==> config.mk <==
export PLATFORM = sky130hd
export DESIGN_NAME = ebr_bus_engine
export DESIGN_NICKNAME = d
export VERILOG_FILES = /design/src/ebr_pkg.sv /design/src/ebr_bus_engine.sv /design/src/ebr_system_clock_output_gen.sv
export SDC_FILE = /design/constraint.sdc
export NUM_CORES = 1
export LEC_CHECK = 0
export BUFFER_PORTS_ARGS = -buffer_cell sky130_fd_sc_hd__buf_2
export CAP_MARGIN = 25
export CORE_ASPECT_RATIO = 2
export CORE_MARGIN = 2
export CORE_UTILIZATION = 40
export CTS_CLUSTER_SIZE = 14
export DETAILED_ROUTE_END_ITERATION = 12
export PLACE_DENSITY_LB_ADDON = 0.3
export SETUP_SLACK_MARGIN = 0.15
export SLEW_MARGIN = 20
export SYNTH_ARGS = -nofsm -noshare
export SYNTH_HDL_FRONTEND = slang
export SYNTH_SLANG_ARGS = --single-unit
export TNS_END_PERCENT = 20
==> constraint.sdc <==
create_clock -name hclk -period 4.4 [get_ports hclk]
set_input_delay 0.22 -clock hclk [delete_from_list [all_inputs] [get_ports hclk]]
set_output_delay 0.22 -clock hclk [all_outputs]
set_load 0.05 [all_outputs]
==> src/ebr_pkg.sv <==
// ebr_pkg: constants and types of the bus engine.
// assumes one 125 MHz hclk domain; the bus steps once per output cycle.
//
// Function
// - ready high at its sampling point adds a wait state; low ends the cycle.
// - each cycle first runs its programmed length with memory wait states.
// - the strobe leads early without read/write delay and later with it.
// - a multiplexed bus adds a gap wait state, one more with tristate.
// - after these delays the next external cycle may start at once.
// - hold is sampled, and grant and regain request change, on clock output edges.
// - hold is granted only after the running cycle has finished.
// - regain request comes no earlier than the clock output cycle after grant.
// - regain starts only when the other master drops hold.
// - a regain request counts only if raised by the last point before regain.
// - after regain, grant goes, the bus is driven and a new cycle may start.
package ebr_pkg;

    // ***************************************************************
    // register map (byte addresses)
    // ***************************************************************
    localparam logic [7:0] EBR_CFG_OFS = 8'h00;
    localparam logic [7:0] EBR_ADDR_OFS = 8'h04;
    localparam logic [7:0] EBR_WDATA_OFS = 8'h08;
    localparam logic [7:0] EBR_CMD_OFS = 8'h0c;
    localparam logic [7:0] EBR_STAT_OFS = 8'h10;
    localparam logic [7:0] EBR_RDATA_OFS = 8'h14;

    // config fields
    localparam int EBR_CFG_MEMORY_CYCLE_TIME_SETTING_LSB = 0;
    localparam int EBR_CFG_RWDLY_BIT = 4;
    localparam int EBR_CFG_MUX_BIT = 5;
    localparam int EBR_CFG_TRI_BIT = 6;
    localparam int EBR_CFG_REGAIN_BIT = 7;
    localparam logic [7:0] EBR_CFG_RESET = 8'h00;

    // command fields
    localparam int EBR_CMD_START_BIT = 0;
    localparam int EBR_CMD_WRITE_BIT = 1;

    // status fields
    localparam int EBR_ST_BUSY_BIT = 0;
    localparam int EBR_ST_DONE_BIT = 1;
    localparam int EBR_ST_GRANT_BIT = 2;
    localparam int EBR_ST_REGAIN_BIT = 3;
    localparam int EBR_ST_WAITS_LSB = 8;

    // ***************************************************************
    // timing
    // ***************************************************************
    localparam int EBR_HCLK_MHZ = 125;
    localparam int EBR_READY_LOW_EXTRA_NS = 15;
    localparam int EBR_MUX_GAP_CYCLES = 1;
    localparam int EBR_TRI_GAP_CYCLES = 1;

    // ***************************************************************
    // types
    // ***************************************************************
    typedef struct packed {
        logic regain_en;
        logic tri_ws;
        logic mux_mode;
        logic rw_delay;
        logic [3:0] memory_cycle_time_setting_ws;
    } ebr_cfg_type;

    typedef enum logic [3:0] {
        ST_IDLE = 4'h0,
        ST_ADDR = 4'h1,
        ST_DLY = 4'h2,
        ST_CMD = 4'h3,
        ST_GAP = 4'h4,
        ST_REL = 4'h5,
        ST_HELD = 4'h6,
        ST_REGAIN = 4'h7
    } ebr_state_type;

endpackage

==> src/ebr_bus_engine.sv <==
// ebr_bus_engine: external bus cycle engine with ready extension and hold arbitration.
// assumes an AHB-Lite master with single word transfers; pins synchronous to hclk.
//
// Added by the designer: the address map and the AHB-Lite interface to the registers.
module ebr_bus_engine
    import ebr_pkg::*;
#(
    parameter int ADDR_W = 16,
    parameter int DATA_W = 16
)
(
    input wire logic hclk,
    input wire logic hresetn,
    input wire logic hsel,
    input wire logic [31:0] haddr,
    input wire logic [1:0] htrans,
    input wire logic hwrite,
    input wire logic [2:0] hsize,
    input wire logic [31:0] hwdata,
    input wire logic hready,
    output logic hreadyout,
    output logic hresp,
    output logic [31:0] hrdata,
    output logic system_clock_output,
    output logic [ADDR_W-1:0] ext_addr,
    output logic [DATA_W-1:0] ext_data_out,
    output logic ext_data_oe,
    input wire logic [DATA_W-1:0] ext_data_in,
    output logic addr_latch_en,
    output logic read_strobe_n,
    output logic write_strobe_n,
    output logic bus_drive_en,
    input wire logic ready_n,
    input wire logic hold_request_n,
    output logic bus_release_grant_n,
    output logic bus_regain_request_n
);

    // ***************************************************************
    // parameter checks
    // ***************************************************************
    if (ADDR_W < 1 || ADDR_W > 16 || DATA_W < 1 || DATA_W > 16) begin : g_bad_width
        $error("ebr_bus_engine: widths must lie between 1 and 16");
    end

    // ***************************************************************
    // declarations
    // ***************************************************************
    logic tick, clk_out;
    ebr_cfg_type cfg_ff;
    logic [ADDR_W-1:0] addr_reg_ff;
    logic [DATA_W-1:0] wdata_reg_ff;
    logic [DATA_W-1:0] rdata_ff;
    logic [7:0] waits_ff;
    logic pend_ff, pend_we_ff, done_ff, cyc_we_ff;
    logic [3:0] ws_cnt_ff;
    logic [1:0] gap_cnt_ff;
    logic regain_seen_ff, held_one_ff;
    ebr_state_type state_ff, nxt_state;
    logic wr_pend_ff;
    logic [7:0] wr_ofs_ff;
    logic hreadyout_ff;
    logic [31:0] hrdata_ff;
    logic clk_pin_ff;
    logic [ADDR_W-1:0] ext_addr_ff;
    logic [DATA_W-1:0] ext_dout_ff;
    logic ext_doe_ff;
    logic ale_ff, rd_n_ff, wr_n_ff, drive_ff, grant_n_ff, bus_regain_request_n_ff;
    logic addr_phase, start_wr, cycle_end;
    logic [1:0] gap_need;

    // gap: mux wait state plus optional tristate one
    function automatic logic [1:0] gap_len(input ebr_cfg_type c);
        return (c.mux_mode ? 2'(EBR_MUX_GAP_CYCLES) : 2'h0) + (c.tri_ws ? 2'(EBR_TRI_GAP_CYCLES) : 2'h0);
    endfunction

    // ***************************************************************
    // clock output
    // ***************************************************************
    ebr_system_clock_output_gen u_clkgen (
        .hclk(hclk),
        .hresetn(hresetn),
        .clk_out(clk_out),
        .tick(tick)
    );

    // re-timed so the pin comes from a flop, one hclk behind the divider
    always_ff @(posedge hclk or negedge hresetn) begin
        if (!hresetn) begin
            clk_pin_ff <= 1'b0;
        end else begin
            clk_pin_ff <= clk_out;
        end
    end

    // ***************************************************************
    // AHB-Lite slave
    // ***************************************************************
    assign addr_phase = hsel & htrans[1] & hready;
    assign start_wr = wr_pend_ff && (wr_ofs_ff == EBR_CMD_OFS) && hwdata[EBR_CMD_START_BIT];
    assign gap_need = gap_len(cfg_ff);

    // write address phase held for the data phase
    always_ff @(posedge hclk or negedge hresetn) begin
        if (!hresetn) begin
            wr_pend_ff <= 1'b0;
            wr_ofs_ff <= 8'h00;
        end else begin
            wr_pend_ff <= addr_phase & hwrite;
            wr_ofs_ff <= haddr[7:0];
        end
    end

    // zero wait states; read data ready for the data phase
    always_ff @(posedge hclk or negedge hresetn) begin
        if (!hresetn) begin
            hreadyout_ff <= 1'b1;
            hrdata_ff <= 32'h0000_0000;
        end else begin
            hreadyout_ff <= 1'b1;
            if (addr_phase && !hwrite) begin
                unique case (haddr[7:0])
                    EBR_CFG_OFS: hrdata_ff <= {24'h00_0000, cfg_ff};
                    EBR_ADDR_OFS: hrdata_ff <= 32'(addr_reg_ff);
                    EBR_WDATA_OFS: hrdata_ff <= 32'(wdata_reg_ff);
                    EBR_STAT_OFS: begin
                        hrdata_ff <= 32'h0000_0000;
                        hrdata_ff[EBR_ST_BUSY_BIT] <= pend_ff | (state_ff != ST_IDLE);
                        hrdata_ff[EBR_ST_DONE_BIT] <= done_ff;
                        hrdata_ff[EBR_ST_GRANT_BIT] <= ~grant_n_ff;
                        hrdata_ff[EBR_ST_REGAIN_BIT] <= regain_seen_ff;
                        hrdata_ff[EBR_ST_WAITS_LSB +: 8] <= waits_ff;
                    end
                    EBR_RDATA_OFS: hrdata_ff <= 32'(rdata_ff);
                    default: hrdata_ff <= 32'h0000_0000;
                endcase
            end
        end
    end

    // software registers
    always_ff @(posedge hclk or negedge hresetn) begin
        if (!hresetn) begin
            cfg_ff <= EBR_CFG_RESET;
            addr_reg_ff <= '0;
            wdata_reg_ff <= '0;
        end else if (wr_pend_ff) begin
            unique case (wr_ofs_ff)
                EBR_CFG_OFS: cfg_ff <= hwdata[7:0];
                EBR_ADDR_OFS: addr_reg_ff <= hwdata[ADDR_W-1:0];
                EBR_WDATA_OFS: wdata_reg_ff <= hwdata[DATA_W-1:0];
                default: ;
            endcase
        end
    end

    // pending command; a start while busy is ignored
    always_ff @(posedge hclk or negedge hresetn) begin
        if (!hresetn) begin
            pend_ff <= 1'b0;
            pend_we_ff <= 1'b0;
        end else if (start_wr && !pend_ff && state_ff == ST_IDLE) begin
            pend_ff <= 1'b1;
            pend_we_ff <= hwdata[EBR_CMD_WRITE_BIT];
        end else if (tick && state_ff == ST_IDLE && pend_ff && hold_request_n) begin
            pend_ff <= 1'b0;
        end
    end

    // ***************************************************************
    // bus state machine, one step per clock output cycle
    // ***************************************************************
    assign cycle_end = (state_ff == ST_CMD) && (ws_cnt_ff == 4'h0) && !ready_n;

    always_comb begin
        nxt_state = state_ff;
        unique case (state_ff)
            ST_IDLE: begin
                if (!hold_request_n) begin
                    nxt_state = ST_REL; // only granted between cycles
                end else if (pend_ff) begin
                    nxt_state = ST_ADDR;
                end
            end
            ST_ADDR: nxt_state = cfg_ff.rw_delay ? ST_DLY : ST_CMD;
            ST_DLY: nxt_state = ST_CMD;
            ST_CMD: begin
                if (cycle_end) begin
                    nxt_state = (gap_need != 2'h0) ? ST_GAP : ST_IDLE;
                end
            end
            ST_GAP: begin
                if (gap_cnt_ff == 2'h1) begin
                    nxt_state = ST_IDLE;
                end
            end
            ST_REL: nxt_state = ST_HELD;
            ST_HELD: begin
                if (hold_request_n) begin
                    nxt_state = ST_REGAIN;
                end
            end
            ST_REGAIN: nxt_state = ST_IDLE;
            default: nxt_state = ST_IDLE;
        endcase
    end

    // hold request sampled only on clock output rising edges
    always_ff @(posedge hclk or negedge hresetn) begin
        if (!hresetn) begin
            state_ff <= ST_IDLE;
        end else if (tick) begin
            state_ff <= nxt_state;
        end
    end

    // programmed wait states, then ready decides
    always_ff @(posedge hclk or negedge hresetn) begin
        if (!hresetn) begin
            ws_cnt_ff <= 4'h0;
            waits_ff <= 8'h00;
        end else if (tick) begin
            if (state_ff == ST_ADDR || state_ff == ST_DLY) begin
                ws_cnt_ff <= cfg_ff.memory_cycle_time_setting_ws;
                waits_ff <= 8'h00;
            end else if (state_ff == ST_CMD) begin
                if (ws_cnt_ff != 4'h0) begin
                    ws_cnt_ff <= ws_cnt_ff - 4'h1;
                end else if (ready_n && waits_ff != 8'hff) begin
                    waits_ff <= waits_ff + 8'h01; // one cycle, sample again
                end
            end
        end
    end

    // gap counter for mux and tristate wait states
    always_ff @(posedge hclk or negedge hresetn) begin
        if (!hresetn) begin
            gap_cnt_ff <= 2'h0;
        end else if (tick) begin
            if (cycle_end) begin
                gap_cnt_ff <= gap_need;
            end else if (state_ff == ST_GAP) begin
                gap_cnt_ff <= gap_cnt_ff - 2'h1;
            end
        end
    end

    // cycle direction, read capture and done flag
    always_ff @(posedge hclk or negedge hresetn) begin
        if (!hresetn) begin
            cyc_we_ff <= 1'b0;
            rdata_ff <= '0;
            done_ff <= 1'b0;
        end else begin
            if (tick && cycle_end) begin
                done_ff <= 1'b1; // set wins over the clear below
                if (!cyc_we_ff) begin
                    rdata_ff <= ext_data_in;
                end
            end else if (start_wr && !pend_ff && state_ff == ST_IDLE) begin
                done_ff <= 1'b0;
            end
            if (tick && state_ff == ST_IDLE && pend_ff && hold_request_n) begin
                cyc_we_ff <= pend_we_ff;
            end
        end
    end

    // ***************************************************************
    // arbitration: grant, regain request
    // ***************************************************************
    // held_one: one full cycle passed with grant on
    always_ff @(posedge hclk or negedge hresetn) begin
        if (!hresetn) begin
            held_one_ff <= 1'b0;
            regain_seen_ff <= 1'b0;
        end else if (tick) begin
            held_one_ff <= (state_ff == ST_HELD);
            if (state_ff == ST_REL) begin
                regain_seen_ff <= 1'b0;
            end else if (state_ff == ST_HELD && hold_request_n) begin
                regain_seen_ff <= ~bus_regain_request_n_ff; // last point before regain
            end
        end
    end

    always_ff @(posedge hclk or negedge hresetn) begin
        if (!hresetn) begin
            grant_n_ff <= 1'b1;
            bus_regain_request_n_ff <= 1'b1;
            drive_ff <= 1'b1;
        end else if (tick) begin
            unique case (nxt_state)
                ST_REL: begin
                    drive_ff <= 1'b0; // release first
                end
                ST_HELD: begin
                    grant_n_ff <= 1'b0;
                    // never in the grant cycle itself; wanted when work waits
                    bus_regain_request_n_ff <= ~(held_one_ff & (pend_ff | cfg_ff.regain_en));
                end
                ST_REGAIN: begin
                    grant_n_ff <= 1'b1;
                    bus_regain_request_n_ff <= 1'b1;
                end
                ST_IDLE: begin
                    drive_ff <= 1'b1; // bus driven again
                end
                default: ;
            endcase
        end
    end

    // ***************************************************************
    // pin drivers
    // ***************************************************************
    always_ff @(posedge hclk or negedge hresetn) begin
        if (!hresetn) begin
            ext_addr_ff <= '0;
            ext_dout_ff <= '0;
            ext_doe_ff <= 1'b0;
            ale_ff <= 1'b0;
            rd_n_ff <= 1'b1;
            wr_n_ff <= 1'b1;
        end else if (tick) begin
            ale_ff <= (nxt_state == ST_ADDR);
            // strobe low only in the command phase; rises when ready ends it
            rd_n_ff <= ~(nxt_state == ST_CMD && !cyc_we_eff());
            wr_n_ff <= ~(nxt_state == ST_CMD && cyc_we_eff());
            if (nxt_state == ST_ADDR) begin
                ext_addr_ff <= addr_reg_ff;
                // mux bus puts the address on data pins
                ext_dout_ff <= DATA_W'(addr_reg_ff);
                ext_doe_ff <= cfg_ff.mux_mode;
            end else if (nxt_state == ST_DLY || nxt_state == ST_CMD) begin
                ext_dout_ff <= wdata_reg_ff;
                ext_doe_ff <= cyc_we_eff();
            end else begin
                ext_doe_ff <= 1'b0;
            end
        end
    end

    // direction of the next or running cycle
    function automatic logic cyc_we_eff();
        return (state_ff == ST_IDLE) ? pend_we_ff : cyc_we_ff;
    endfunction

    // ***************************************************************
    // outputs
    // ***************************************************************
    assign hreadyout = hreadyout_ff;
    assign hresp = 1'b0;
    assign hrdata = hrdata_ff;
    assign system_clock_output = clk_pin_ff;
    assign ext_addr = ext_addr_ff;
    assign ext_data_out = ext_dout_ff;
    assign ext_data_oe = ext_doe_ff;
    assign addr_latch_en = ale_ff;
    assign read_strobe_n = rd_n_ff;
    assign write_strobe_n = wr_n_ff;
    assign bus_drive_en = drive_ff;
    assign bus_release_grant_n = grant_n_ff;
    assign bus_regain_request_n = bus_regain_request_n_ff;

endmodule

==> src/ebr_system_clock_output_gen.sv <==
// ebr_system_clock_output_gen: clock output at half hclk.
// assumes a free running hclk; tick marks the rising step.
module ebr_system_clock_output_gen
    import ebr_pkg::*;
(
    input wire logic hclk,
    input wire logic hresetn,
    output logic clk_out,
    output logic tick
);

    logic clk_ff;
    logic tick_ff;

    // ***************************************************************
    // divider: one hclk per half clock period
    // ***************************************************************
    always_ff @(posedge hclk or negedge hresetn) begin
        if (!hresetn) begin
            clk_ff <= 1'b0;
        end else begin
            clk_ff <= ~clk_ff;
        end
    end

    // tick high before the edge raising the output
    always_ff @(posedge hclk or negedge hresetn) begin
        if (!hresetn) begin
            tick_ff <= 1'b0;
        end else begin
            tick_ff <= clk_ff;
        end
    end

    assign clk_out = clk_ff;
    assign tick = tick_ff;

endmodule

# After elaboration in Yosys (flattened, before gate mapping)
# Cells that the tools add are included.
# op_classes
addsub,4
n_eq_ne,22
n_bitwise,13
reduce_logical,51
n_mux,34
# op_table
op,count
$pmux W16 S5,1
$mux W16,2
$mux W4,8
$mux W8,4
$pmux W4 S7,1
$eq A4 B3 Y1 const B,6
$eq A8 B4 Y1 const B,3
$reduce_bool A2 Y1,11
$reduce_and A2 Y1,10
$eq A4 B2 Y1 const B,4
$eq A8 B3 Y1 const B,2
$eq A8 B5 Y1 const B,2
$logic_not A8 Y1,2
$logic_and A1 B1 Y1,15
$logic_not A4 Y1,3
$mux W1,12
$add A8 B1 Y8 const B,1
$eq A4 B1 Y1 const B,2
$ne A8 B8 Y1 const B,1
$reduce_bool A4 Y1,2
$not A1 Y1,7
$pmux W1 S2,3
$and A1 B1 Y1,4
$logic_not A1 Y1,4
other kinds (11),14
# word_totals
word_cells,156
out_inout_bits,74
regBits,162
in_bits,92

# Longest topological paths before layout
# Gate-level depths: netlist of run 1.
# depth
ltp_word,10
mapped_depth,8
depth_no_buf,7

# By module
# A second synthesis of run 1 with hierarchy kept.
# unflattened
cells_unflattened,600
hier_area_um2,6880.3
# by_module_without_submodules
mod,cells_each,area_each_um2,seq_area_each_um2,n_inst
ebr_bus_engine,597,6826.5,3634.7,1
ebr_system_clock_output_gen,3,53.8,50.0,1

# Least setup slack after synthesis of run 1
# Ideal clock, no wire load.
# synth_timing
kind,register to register
from,reg ws_cnt_ff[0]
to,reg rdata_ff[10]
stages_incl_launch_ff,8
path_buffers,2
t_required_ns,4.275
t_arrival_ns,2.183
synth_period_minus_slack_ns,2.308
setup_time_ns,0.125
slack_ns,2.092
path_cell_list,dfrtp_1 > inv_1 > ha_1 > or4b_4 > or4_4 > buf_6 > buf_12 > mux2_4
# synth_via
elab_chain_cells,5
# synth_rtl
item,line_no,source
"start, declared",ebr_bus_engine.sv:56,logic [3:0] ws_cnt_ff;
"start signal, assigned",ebr_bus_engine.sv:224,ws_cnt_ff <= cfg_ff.memory_cycle_time_setting_ws;
"start signal, assigned",ebr_bus_engine.sv:228,ws_cnt_ff <= ws_cnt_ff - 4'h1;
$logic_not A4 Y1,ebr_bus_engine.sv:173,assign cycle_end = (state_ff == ST_CMD) && (ws_cnt_ff == 4'h0) && !ready_n;
$logic_and A1 B1 Y1 (2 in a row),ebr_bus_engine.sv:173,
$logic_and A1 B1 Y1,ebr_bus_engine.sv:256,if (tick && cycle_end) begin
$reduce_and A2 Y1 (no line),n/a,
"end signal, assigned",ebr_bus_engine.sv:259,rdata_ff <= ext_data_in;
"end, declared",ebr_bus_engine.sv:53,logic [DATA_W-1:0] rdata_ff;
# Every way passes these cells.
# A chain may end at the register's enable or synchronous reset.

# Final worst setup path of run 1
# layout_timing
from,reg state_ff[0]
to,"reg ext_dout_ff[3], in the netlist ext_data_out[3]"
# layout_via
elab_chain_cells,9
word_cells_on_any_way,22
cone_classes,eq/ne: 9; mux: 7; reduce/logical: 6
# layout_rtl
item,line_no,source
"start, declared",ebr_bus_engine.sv:59,"ebr_state_type state_ff, nxt_state;"
"start signal, assigned",ebr_bus_engine.sv:213,state_ff <= nxt_state;
$eq A4 B2 Y1,"ebr_bus_engine.sv:173, ebr_bus_engine.sv:177",
$logic_and A1 B1 Y1 (2 in a row),ebr_bus_engine.sv:173,
$mux W4,ebr_bus_engine.sv:188,if (cycle_end) begin
$pmux W4 S7 (*),ebr_bus_engine.sv:177,unique case (state_ff)
$eq A4 B2 Y1,ebr_bus_engine.sv:336,end else if (nxt_state == ST_DLY || nxt_state == ST_CMD) begin
$logic_or A1 B1 Y1,ebr_bus_engine.sv:336,
$reduce_bool A2 Y1 (no line),n/a,
$reduce_and A2 Y1 (no line),n/a,
"end signal, assigned",ebr_bus_engine.sv:334,ext_dout_ff <= DATA_W'(addr_reg_ff);
"end signal, assigned",ebr_bus_engine.sv:337,ext_dout_ff <= wdata_reg_ff;
"end, declared",ebr_bus_engine.sv:66,logic [DATA_W-1:0] ext_dout_ff;
# Mark *: on every way between the ends. The rest lies on a longest branch, timed or not.

==> impl_metrics.tcl, run 1 <==
set metrics [dict create \
    synthArstFlopShare_pct 100 \
    worstSetupPathType "register to register" \
    start_util_pct 40.9 \
    antenna_found_initial 0 \
    required_ns 4.70 \
    num_vias 4993 \
    critPathMaxFanout 16 \
    max_stage_delay_ns 0.70 \
    crit_path_start_kind "register" \
    cp_cell_sequence "nand4bb_1 -> or2b_1 -> a221o_1 -> nand2_2 -> mux2_2" \
    layout_common_cells "dfrtp_1 (141), buf_2 (103), mux2_2 (86)" \
    ys_warn_count 0 \
    grt_start_max_net_pins 109 \
    final_nets 805 \
    wirelength_um 18400 \
    drc 0 \
    cts_root_buf "clkbuf_16" \
    fin_cells 925 \
    fp-row-count 67 \
    dpl_cell_area_um2 7470 \
    ys_seq_area_share_pct 53.3 \
    timing.slew.headroom_pct 37.0 \
    worst_skew_pair.late_latency_ns 0.42 \
    grt_setup_unrepaired "no" \
    io_pins 166 \
    cts.reportedPaths.clkPinSlew_ns 0.06 \
    ys_seq_elements 146 \
    fmax_mhz 368 \
    ctsHtreeMaxLevel 4 \
    area_growth_pct 18.5 \
    worst_slew_pin_slew_ns 0.944 \
    synth_ff_type "dfrtp_1" \
    fin_skew_ns 0.00887 \
    numCtsBuffers 17 \
    fin_util_pct 48.5 \
    grt-ovfl-total 0 \
    total_power_mw 5.00 \
    grt_pass1_wl_um 28900 \
    power_density_nw_per_um2 615 \
    worstPathArrival_ns 3.02 \
    syn_avg_cell_area_um2 11.4 \
    grt_use_total_pct 20.5 \
    syn_area_um2 6860 \
    wl_per_cell_um 19.9 \
    post_synth_num_cell_types 68 \
    diodes 0 \
    tns_ns 0 \
    crit_slowest_cell "dfrtp_1" \
    outcome "complete, no violations" \
    drt_iter0_drc 290 \
    maxSlewViolCount 0 \
    vdd_drop_max_mv 0.380 \
    end_kind "register" \
    drv_cap 0 \
    synth-edff-count 0 \
    cts_sinks 146 \
    p_leak_nw 3.84 \
    gp_congestion 0.827 \
    path_delay_family "simple AND/OR/NAND/NOR gates" \
    fp.dieH_um 189 \
    grt_pass1_vias 5229 \
    drtAntennaViolNets 0 \
    yosysTopAreaCell "dfrtp_1" \
    numPortBuffers 103 \
    clk_path_buf_depth 2 \
    min_path_type "primary input to register" \
    drive_gt1_share_pct 35.4 \
    placed_cells 888 \
    synthCells 603 \
    design_area_um2 8130 \
    dp_hpwl_um 13400 \
    layout_min_cycle_time_ns 2.72 \
    critPathBufInv 0 \
    fillCellCount 1556 \
    hold_viol_final 0 \
    final_common_cell "dfrtp_1" \
    fp.dieW_um 96.6 \
    synth.area.top_cells "dfrtp_1 (51%), mux2_2 (14%), nand2_1 (4.5%), o21ai_0 (2.3%), mux2_4 (2.2%)" \
    dr.pass1.iters 4 \
    cts_tree "done" \
    die-area_um2 18300 \
    vias_per_cell 5.40 \
    synth_top_area_share_pct 51.4 \
    core_area_um2 16800 \
    setup_violations 0 \
    fin_crit_sh_pct 61.8 \
]
routing by layer:
| layer | vias to the layer above | wire length, µm | track usage [%] |
|---|---|---|---|
| met5 | - | 0 | 0 |
| met4 | 0 | 895 | 12.0 |
| met3 | 43 | 723 | 3.88 |
| met2 | 170 | 10300 | 38.1 |
| met1 | 2477 | 6500 | 21.2 |
| li1 | 2303 | - | - |
power breakdown:
group	internal (mW)	total [mW]	switching, mW
Sequential	1.66	1.92	0.256
Clock	0.830	1.40	0.574
Combinational	0.551	1.67	1.12
path summary, 6_finish.rpt:
check                            startpoint               to  slack, ns  depth (start not counted)
max reg2reg                     state_ff[0]  ext_data_out[3]       1.68                          5
min in group asynchronous           hresetn      rdata_ff[9]       0.23                          2
max in group asynchronous           hresetn  addr_reg_ff[11]       2.94                          4
max                             state_ff[0]  ext_data_out[3]       1.68                          5
min reg2reg                u_clkgen.clk_out    u_clkgen.tick       0.38                          0
min                         ext_data_in[14]     rdata_ff[14]       0.03                          2
layout make-up:
type,count,area (µm²),share of cell area [%]
flip-flops and latches,146,3660,45.0
repair buffers,115,648,7.97
clock inverters,12,138,1.69
inverters,16,60.1,0.739
clock buffers,18,429,5.28
well taps,207,259,3.19
multi-input cells,411,2940,36.1
worst register-to-register path, cell delays in order (launching register included):
cell	delay, ns
dfrtp_1	0.70
nand4bb_1	0.36
or2b_1	0.33
a221o_1	0.38
nand2_2	0.42
mux2_2	0.40
sequential cells by signal, indices dropped and copies added, names as in the netlist, 8 cells and up:
name and flops:
addr_reg_ff 16, cfg_ff 8, ext_addr 16, ext_data_out 16, hrdata 16, rdata_ff 16
waits_ff 8, wdata_reg_ff 16, wr_ofs_ff 8
timing repair:
action	4_1_cts	5_1_grt
hold buffers	6	0
setup buffers	0	0
resized for setup	0	0
endpoints found under the hold margin	67	0
cells by family (layout without fill, tap and decap cells):
kind of cell    after synthesis  count (layout)  synth area share (%)
other cells                   2              18                 0.109
xor+xnor                      7               7                 0.893
buf+inv                      62             161                  4.85
fa+ha+maj                     6               6                  1.09
flops                       146             146                  53.3
mux                         105             105                  18.2
simple gates                178             178                  12.6
compound gates               97              97                  8.99
cell usage after synthesis, types with 2 or more instances:
| master | count |
|---|---|
| dfrtp_1 | 141 |
| nand2_1 | 83 |
| inv_1 | 16 |
| nand4_1 | 3 |
| o21ai_0 | 32 |
| a31oi_1 | 3 |
| nand2b_1 | 4 |
| a22oi_1 | 11 |
| a211oi_1 | 2 |
| mux2_4 | 10 |
| o32a_1 | 2 |
| and2_1 | 3 |
| clkbuf_1 | 17 |
| xnor2_1 | 6 |
| a21o_1 | 2 |
| mux4_2 | 3 |
| nor3b_1 | 2 |
| a21oi_1 | 24 |
| buf_4 | 19 |
| nor4_1 | 3 |
| mux2_2 | 86 |
| o211a_1 | 2 |
| buf_2 | 4 |
| nor2b_1 | 4 |
| nor3_1 | 8 |
| nand3_1 | 3 |
| dfstp_2 | 5 |
| ha_1 | 6 |
| a2bb2oi_1 | 4 |
| or3_1 | 4 |
| or4_1 | 2 |
| conb_1 | 2 |
| buf_1 | 4 |
| nor4b_1 | 2 |
| o211ai_1 | 2 |
| mux2i_1 | 6 |
| and3_1 | 3 |
| nor2_1 | 38 |
| and4_1 | 3 |
per-stage QoR:
stage	worst slack, ns	hold slack [ns]
after floorplan	2.09	-0.0756
after global placement	1.71	0.340
after detailed placement	1.70	0.341
after CTS	1.67	0.0155
after global routing	1.51	0.0114
final	1.68	0.0282
(Power assumes the default switching activity.)
==> inputs of run 2 (changes only) <==
--- a/config.mk
+++ b/config.mk
@@ -5,6 +5,7 @@
 export SDC_FILE = /design/constraint.sdc
 export NUM_CORES = 1
 export LEC_CHECK = 0
+export ABC_AREA = 1
 export BUFFER_PORTS_ARGS = -buffer_cell sky130_fd_sc_hd__buf_2
 export CAP_MARGIN = 25
 export CORE_ASPECT_RATIO = 2
==> constraint.sdc (replaced) <==
create_clock -name hclk -period 2.5 [get_ports hclk]
set_input_delay 0.125 -clock hclk [delete_from_list [all_inputs] [get_ports hclk]]
set_output_delay 0.125 -clock hclk [all_outputs]
set_load 0.05 [all_outputs]
==> impl_metrics.tcl, run 2 <==
set metrics [dict create \
    outcome "complete, no violations" \
    dr.pass1.iters 5 \
    grt_use_total_pct 22.6 \
    required_ns 2.86 \
    layout_common_cells "nand2_1 (315), dfrtp_1 (141), buf_2 (102)" \
    crit_path_start_kind "register" \
    synth_top_area_share_pct 50.4 \
    crit_path_frequent_cell "nand2_1" \
    layout_min_cycle_time_ns 2.00 \
    final_nets 1109 \
    core_area_um2 17200 \
    holdWs_ns 0.00578 \
    cp_cell_sequence "inv_1 -> ha_1 -> nand2_1 -> nor2_4 -> nand3_4 -> nand3_4 -> nand2_1 -> nand2_1 -> nand2_1 -> nand2_1" \
    gp_congestion 0.910 \
    power_density_nw_per_um2 1020 \
    numPortBuffers 103 \
    fp.dieW_um 97.6 \
    drt_iter0_drc 486 \
    syn_area_um2 7010 \
    worst_skew_pair.late_latency_ns 0.44 \
    cts_root_buf "clkbuf_16" \
    wl_met2_um 10900 \
    vias_per_cell 5.06 \
    drtAntennaViolNets 0 \
    fin_crit_sh_pct 79.9 \
    yosys.area_share.xor_xnor_pct 0.875 \
    min_path_type "primary input to register" \
    hold_viol_final 0 \
    fp-row-count 68 \
    synthCells 872 \
    die-area_um2 18700 \
    setup_violations 0 \
    start_util_pct 40.8 \
    synth_compound_area_share_pct 8.71 \
    post_synth_num_cell_types 38 \
    syn_avg_cell_area_um2 8.04 \
    worstSetupPathType "register to register" \
    dp_hpwl_um 15000 \
    m1WireLength_um 7410 \
    synth_top_family_by_area "simple AND/OR/NAND/NOR gates" \
    dpl_cell_area_um2 7710 \
    synthAdderAreaFrac_pct 1.07 \
    timing.slew.headroom_pct 55.4 \
    ys_warn_count 0 \
    cts_tree "done" \
    top_layer_used "met4" \
    final_common_cell "nand2_1" \
    tns_ns 0 \
    critPathBufInv 1 \
    num_vias 6245 \
    drv_cap 0 \
    ctsHtreeMaxLevel 4 \
    synthTopCellsByCount "nand2_1 (315), dfrtp_1 (141), o21ai_0 (93)" \
    synth_ff_type "dfrtp_1" \
    diodes 0 \
    fp.dieH_um 191 \
    ctsHoldBuffers 32 \
    synth.area.top_cells "dfrtp_1 (50%), nand2_1 (17%), o21ai_0 (6.6%), inv_1 (4.2%), nand3_1 (4.2%)" \
    p_leak_nw 4.60 \
    area_growth_pct 23.2 \
    antenna_found_initial 0 \
    numCtsBuffers 17 \
    grt_pass1_wl_um 32600 \
    worstPathArrival_ns 2.36 \
    dr_wl_met3_um 826 \
    fmax_mhz 500 \
    worst_slew_pin_slew_ns 0.669 \
    yosys.cell_count.top_type "nand2_1" \
    critPathMaxFanout 18 \
    wirelength_um 20200 \
    fin_skew_ns 0.0113 \
    cts_sinks 146 \
    cts_resized 0 \
    crit_slowest_cell "dfrtp_1" \
    total_power_mw 8.85 \
    clk_path_buf_depth 2 \
    ys_seq_area_share_pct 52.2 \
    io_pins 166 \
    synthArstFlopShare_pct 100 \
    vdd_drop_max_mv 0.629 \
    cts.reportedPaths.clkPinSlew_ns 0.07 \
    maxSlewViolCount 0 \
    post-cts-setup-buffers 0 \
    grt_setup_unrepaired "no" \
    muxShareOfSynthArea_pct 0 \
    drive_gt1_share_pct 17.6 \
    grt-ovfl-total 0 \
    end_kind "register" \
    design_area_um2 8640 \
    grt_pass1_vias 6290 \
    ys_seq_elements 146 \
    wl_per_cell_um 16.3 \
    path_delay_family "simple AND/OR/NAND/NOR gates" \
    synth-edff-count 0 \
    max_stage_delay_ns 0.37 \
    synthSimpleGateAreaFrac_pct 28.5 \
    grt_start_max_net_pins 71 \
    yosysTopAreaCell "dfrtp_1" \
    drc 0 \
]
==> run 2: power by group <==
group	total (mW)	internal, mW	switching [mW]
Sequential	3.18	2.86	0.327
Combinational	3.05	0.759	2.29
Clock	2.61	1.54	1.07
Total	8.85	5.16	3.69
==> run 2: cells by family after synthesis <==
group | after synthesis
other | 2
buffers and inverters | 132
flip-flops | 146
adder cells (fa/ha/maj) | 6
AO/OA/AOI/OAI | 115
AND/OR/NAND/NOR | 464
XOR/XNOR | 7
==> run 2: final timing paths <==
check / endpoint / start / slack [ns] / cells past startpoint
max: ext_data_out[15] / ws_cnt_ff[0] / 0.50 / 10
min: cfg_ff[6] / hwdata[6] / 0.006 / 3
max reg2reg: ext_data_out[15] / ws_cnt_ff[0] / 0.50 / 10
min reg2reg: u_clkgen.tick / u_clkgen.clk_out / 0.39 / 0
max in group asynchronous: bus_drive_en / hresetn / 1.46 / 3
min in group asynchronous: rdata_ff[2] / hresetn / 0.26 / 2
==> run 2: worst register-to-register path, delay by kind of cell, from the launching register on <==
| kind | cells | cell delay (ns) |
|---|---|---|
| adder cells (fa/ha/maj) | 1 | 0.19 |
| AND/OR/NAND/NOR | 8 | 1.24 |
| buffers and inverters | 1 | 0.12 |
| flip-flops | 1 | 0.37 |
==> run 2: per-layer routing <==
metal	up-vias	track usage (%)
li1	3030	-
met1	2941	25.0
met2	220	41.2
met3	54	2.96
met4	0	13.0
met5	-	0
==> run 2: final cells by class <==
class,count,area [µm²]
Timing Repair Buffer,152,982
Clock inverter,13,151
Inverter,84,315
Multi-Input combinational cell,610,2810
Tap cell,210,263
Fill cell,1705,8550
Sequential cell,146,3660
Clock buffer,19,453
==> run 2: metrics by stage <==
stage	setup WS (ns)	utilization, %	std cells
2_1_floorplan	0.735	-	888
3_3_place_gp	0.597	44.9	1170
3_5_place_dp	0.550	44.9	1170
4_1_cts	0.519	50.2	1234
5_1_grt	0.338	50.2	1234
6_report	0.502	50.2	1234
==> inputs of run 3 (changes only) <==
==> constraint.sdc (replaced) <==
create_clock -name hclk -period 1.95 [get_ports hclk]
set_input_delay 0.0975 -clock hclk [delete_from_list [all_inputs] [get_ports hclk]]
set_output_delay 0.0975 -clock hclk [all_outputs]
set_load 0.05 [all_outputs]
==> impl_metrics.tcl, run 3 (synthesis gave the netlist of run 2 again) <==
set metrics [dict create \
    outcome "complete, no violations" \
    power_density_nw_per_um2 1310 \
    cts_root_buf "clkbuf_16" \
    grtUsageMet1_pct 24.1 \
    hold_end "cfg_ff[0]" \
    holdWs_ns 0.0159 \
    grt_use_total_pct 22.7 \
    setup_violations 0 \
    gp_congestion 0.910 \
    cts_sinks 146 \
    die-area_um2 18700 \
    drc 0 \
    grtUsageMet3_pct 3.11 \
    num_vias 6358 \
    drv_cap 0 \
    fp.dieH_um 191 \
    worstPathArrival_ns 2.13 \
    fmax_mhz 549 \
    dr.pass1.iters 5 \
    cts.reportedPaths.clkPinSlew_ns 0.06 \
    use_met2_pct 42.1 \
    maxSlewViolCount 0 \
    layout_min_cycle_time_ns 1.82 \
    area_growth_pct 27.2 \
    clk_path_buf_depth 2 \
    core_area_um2 17200 \
    drtAntennaViolNets 0 \
    path_delay_family "simple AND/OR/NAND/NOR gates" \
    timing.slew.headroom_pct 54.8 \
    worst_slew_pin_slew_ns 0.677 \
    layout_common_cells "nand2_1 (313), dfrtp_1 (140), buf_2 (102)" \
    r2r-end "ext_data_out[15]" \
    final_nets 1131 \
    io_pins 166 \
    grt-ovfl-total 0 \
    hold_depth 3 \
    fin_util_pct 51.9 \
    tns_ns 0 \
    grt_pass1_wl_um 32800 \
    final_common_cell "nand2_1" \
    fp.dieW_um 97.6 \
    crit_path_start_kind "register" \
    drt_iter0_drc 460 \
    grt_setup_unrepaired "yes" \
    wl_per_cell_um 16.5 \
    diodes 0 \
    min_path_type "primary input to register" \
    place_ws_ns 0.111 \
    crit_slowest_cell "dfrtp_1" \
    p_leak_nw 4.70 \
    fin_skew_ns 0.00934 \
    antenna_found_initial 0 \
    setup_slack_ns 0.127 \
    required_ns 2.26 \
    start_util_pct 40.8 \
    fin_crit_sh_pct 93.5 \
    end_kind "register" \
    grt_start_max_net_pins 56 \
    drive_gt1_share_pct 19.2 \
    r2r_start "ws_cnt_ff[1]" \
    max_stage_delay_ns 0.36 \
    hp-start "hwdata[0]" \
    worst_skew_pair.late_latency_ns 0.43 \
    ctsHtreeMaxLevel 4 \
    r2r_cells 10 \
    numCtsBuffers 17 \
    dp_hpwl_um 15100 \
    reg2reg_slack_ns 0.13 \
    wirelength_um 20700 \
    hold_viol_final 0 \
    cp-startpoint "ws_cnt_ff[1]" \
    worstSetupPathType "register to register" \
    critPathBufInv 2 \
    numPortBuffers 103 \
    top_usage_layer "met2" \
    cp_cell_sequence "inv_1 -> ha_1 -> nand2_1 -> nor2_4 -> nand3_4 -> buf_12 -> nand4_1 -> nand2_1 -> nand2_1 -> nand2_1" \
    grt_pass1_vias 6351 \
    vdd_drop_max_mv 0.838 \
    critPathMaxFanout 9 \
    vias_per_cell 5.06 \
    fp-row-count 68 \
    cts_tree "done" \
    crit_path_frequent_cell "nand2_1" \
]
run 3: worst max path at each step:
stage | slack, ns | end | depth (start not counted)
2_1_floorplan | 0.18 | waits_ff[7] | 6
3_3_place_gp | 0.10 | ext_data_out[15] | 11
3_5_place_dp | 0.11 | ext_data_out[15] | 11
4_1_cts | 0.15 | ext_data_out[3] | 11
5_1_grt | 0.08 | ext_data_out[15] | 11
6_report | 0.13 | ext_data_out[15] | 10
run 3: per-layer routing:
| layer | vias to the layer above | part of all wire, % |
|---|---|---|
| li1 | 3073 | - |
| met1 | 3012 | 36 |
| met2 | 208 | 54 |
| met3 | 65 | 4.1 |
| met4 | 0 | 5.9 |
| met5 | - | 0 |
run 3: report_power, final:
| group | internal (mW) | switching, mW |
|---|---|---|
| Clock | 2.14 | 1.28 |
| Sequential | 3.67 | 0.421 |
| Combinational | 1.10 | 3.04 |
run 3: through the flow:
step | power (mW) | instance area [µm²] | cells
after detailed placement | 8.04 | 7810 | 1182
after CTS | 11.6 | 8830 | 1253
after global placement | 8.00 | 7810 | 1182
after global routing | 12.2 | 8910 | 1256
after floorplan | 6.96 | 7070 | 888
final | 11.7 | 8910 | 1256
run 3: worst reg2reg max path: stages (launching register included):
cell,delay [ns]
dfrtp_1,0.36
inv_1,0.12
ha_1,0.19
nand2_1,0.15
nor2_4,0.19
nand3_4,0.16
buf_12,0.19
nand4_1,0.07
nand2_1,0.12
nand2_1,0.11
nand2_1,0.05
run 3: timing repair:
item	CTS	global route
gates cloned	1	0
hold buffers	38	0
endpoints found under the hold margin	95	0
resized for setup	2	15
setup endpoints to repair	23	35
pin swaps	1	5
buffers inserted	0	3
run 3: cell type report:
type                            instances  area [µm²]
Tap cell                              210         263
Multi-Input combinational cell        611        2870
Timing Repair Buffer                  173        1180
Clock buffer                           20         437
Sequential cell                       146        3660
Clock inverter                         12         184
Inverter                               84         315
Fill cell                            1660        8270
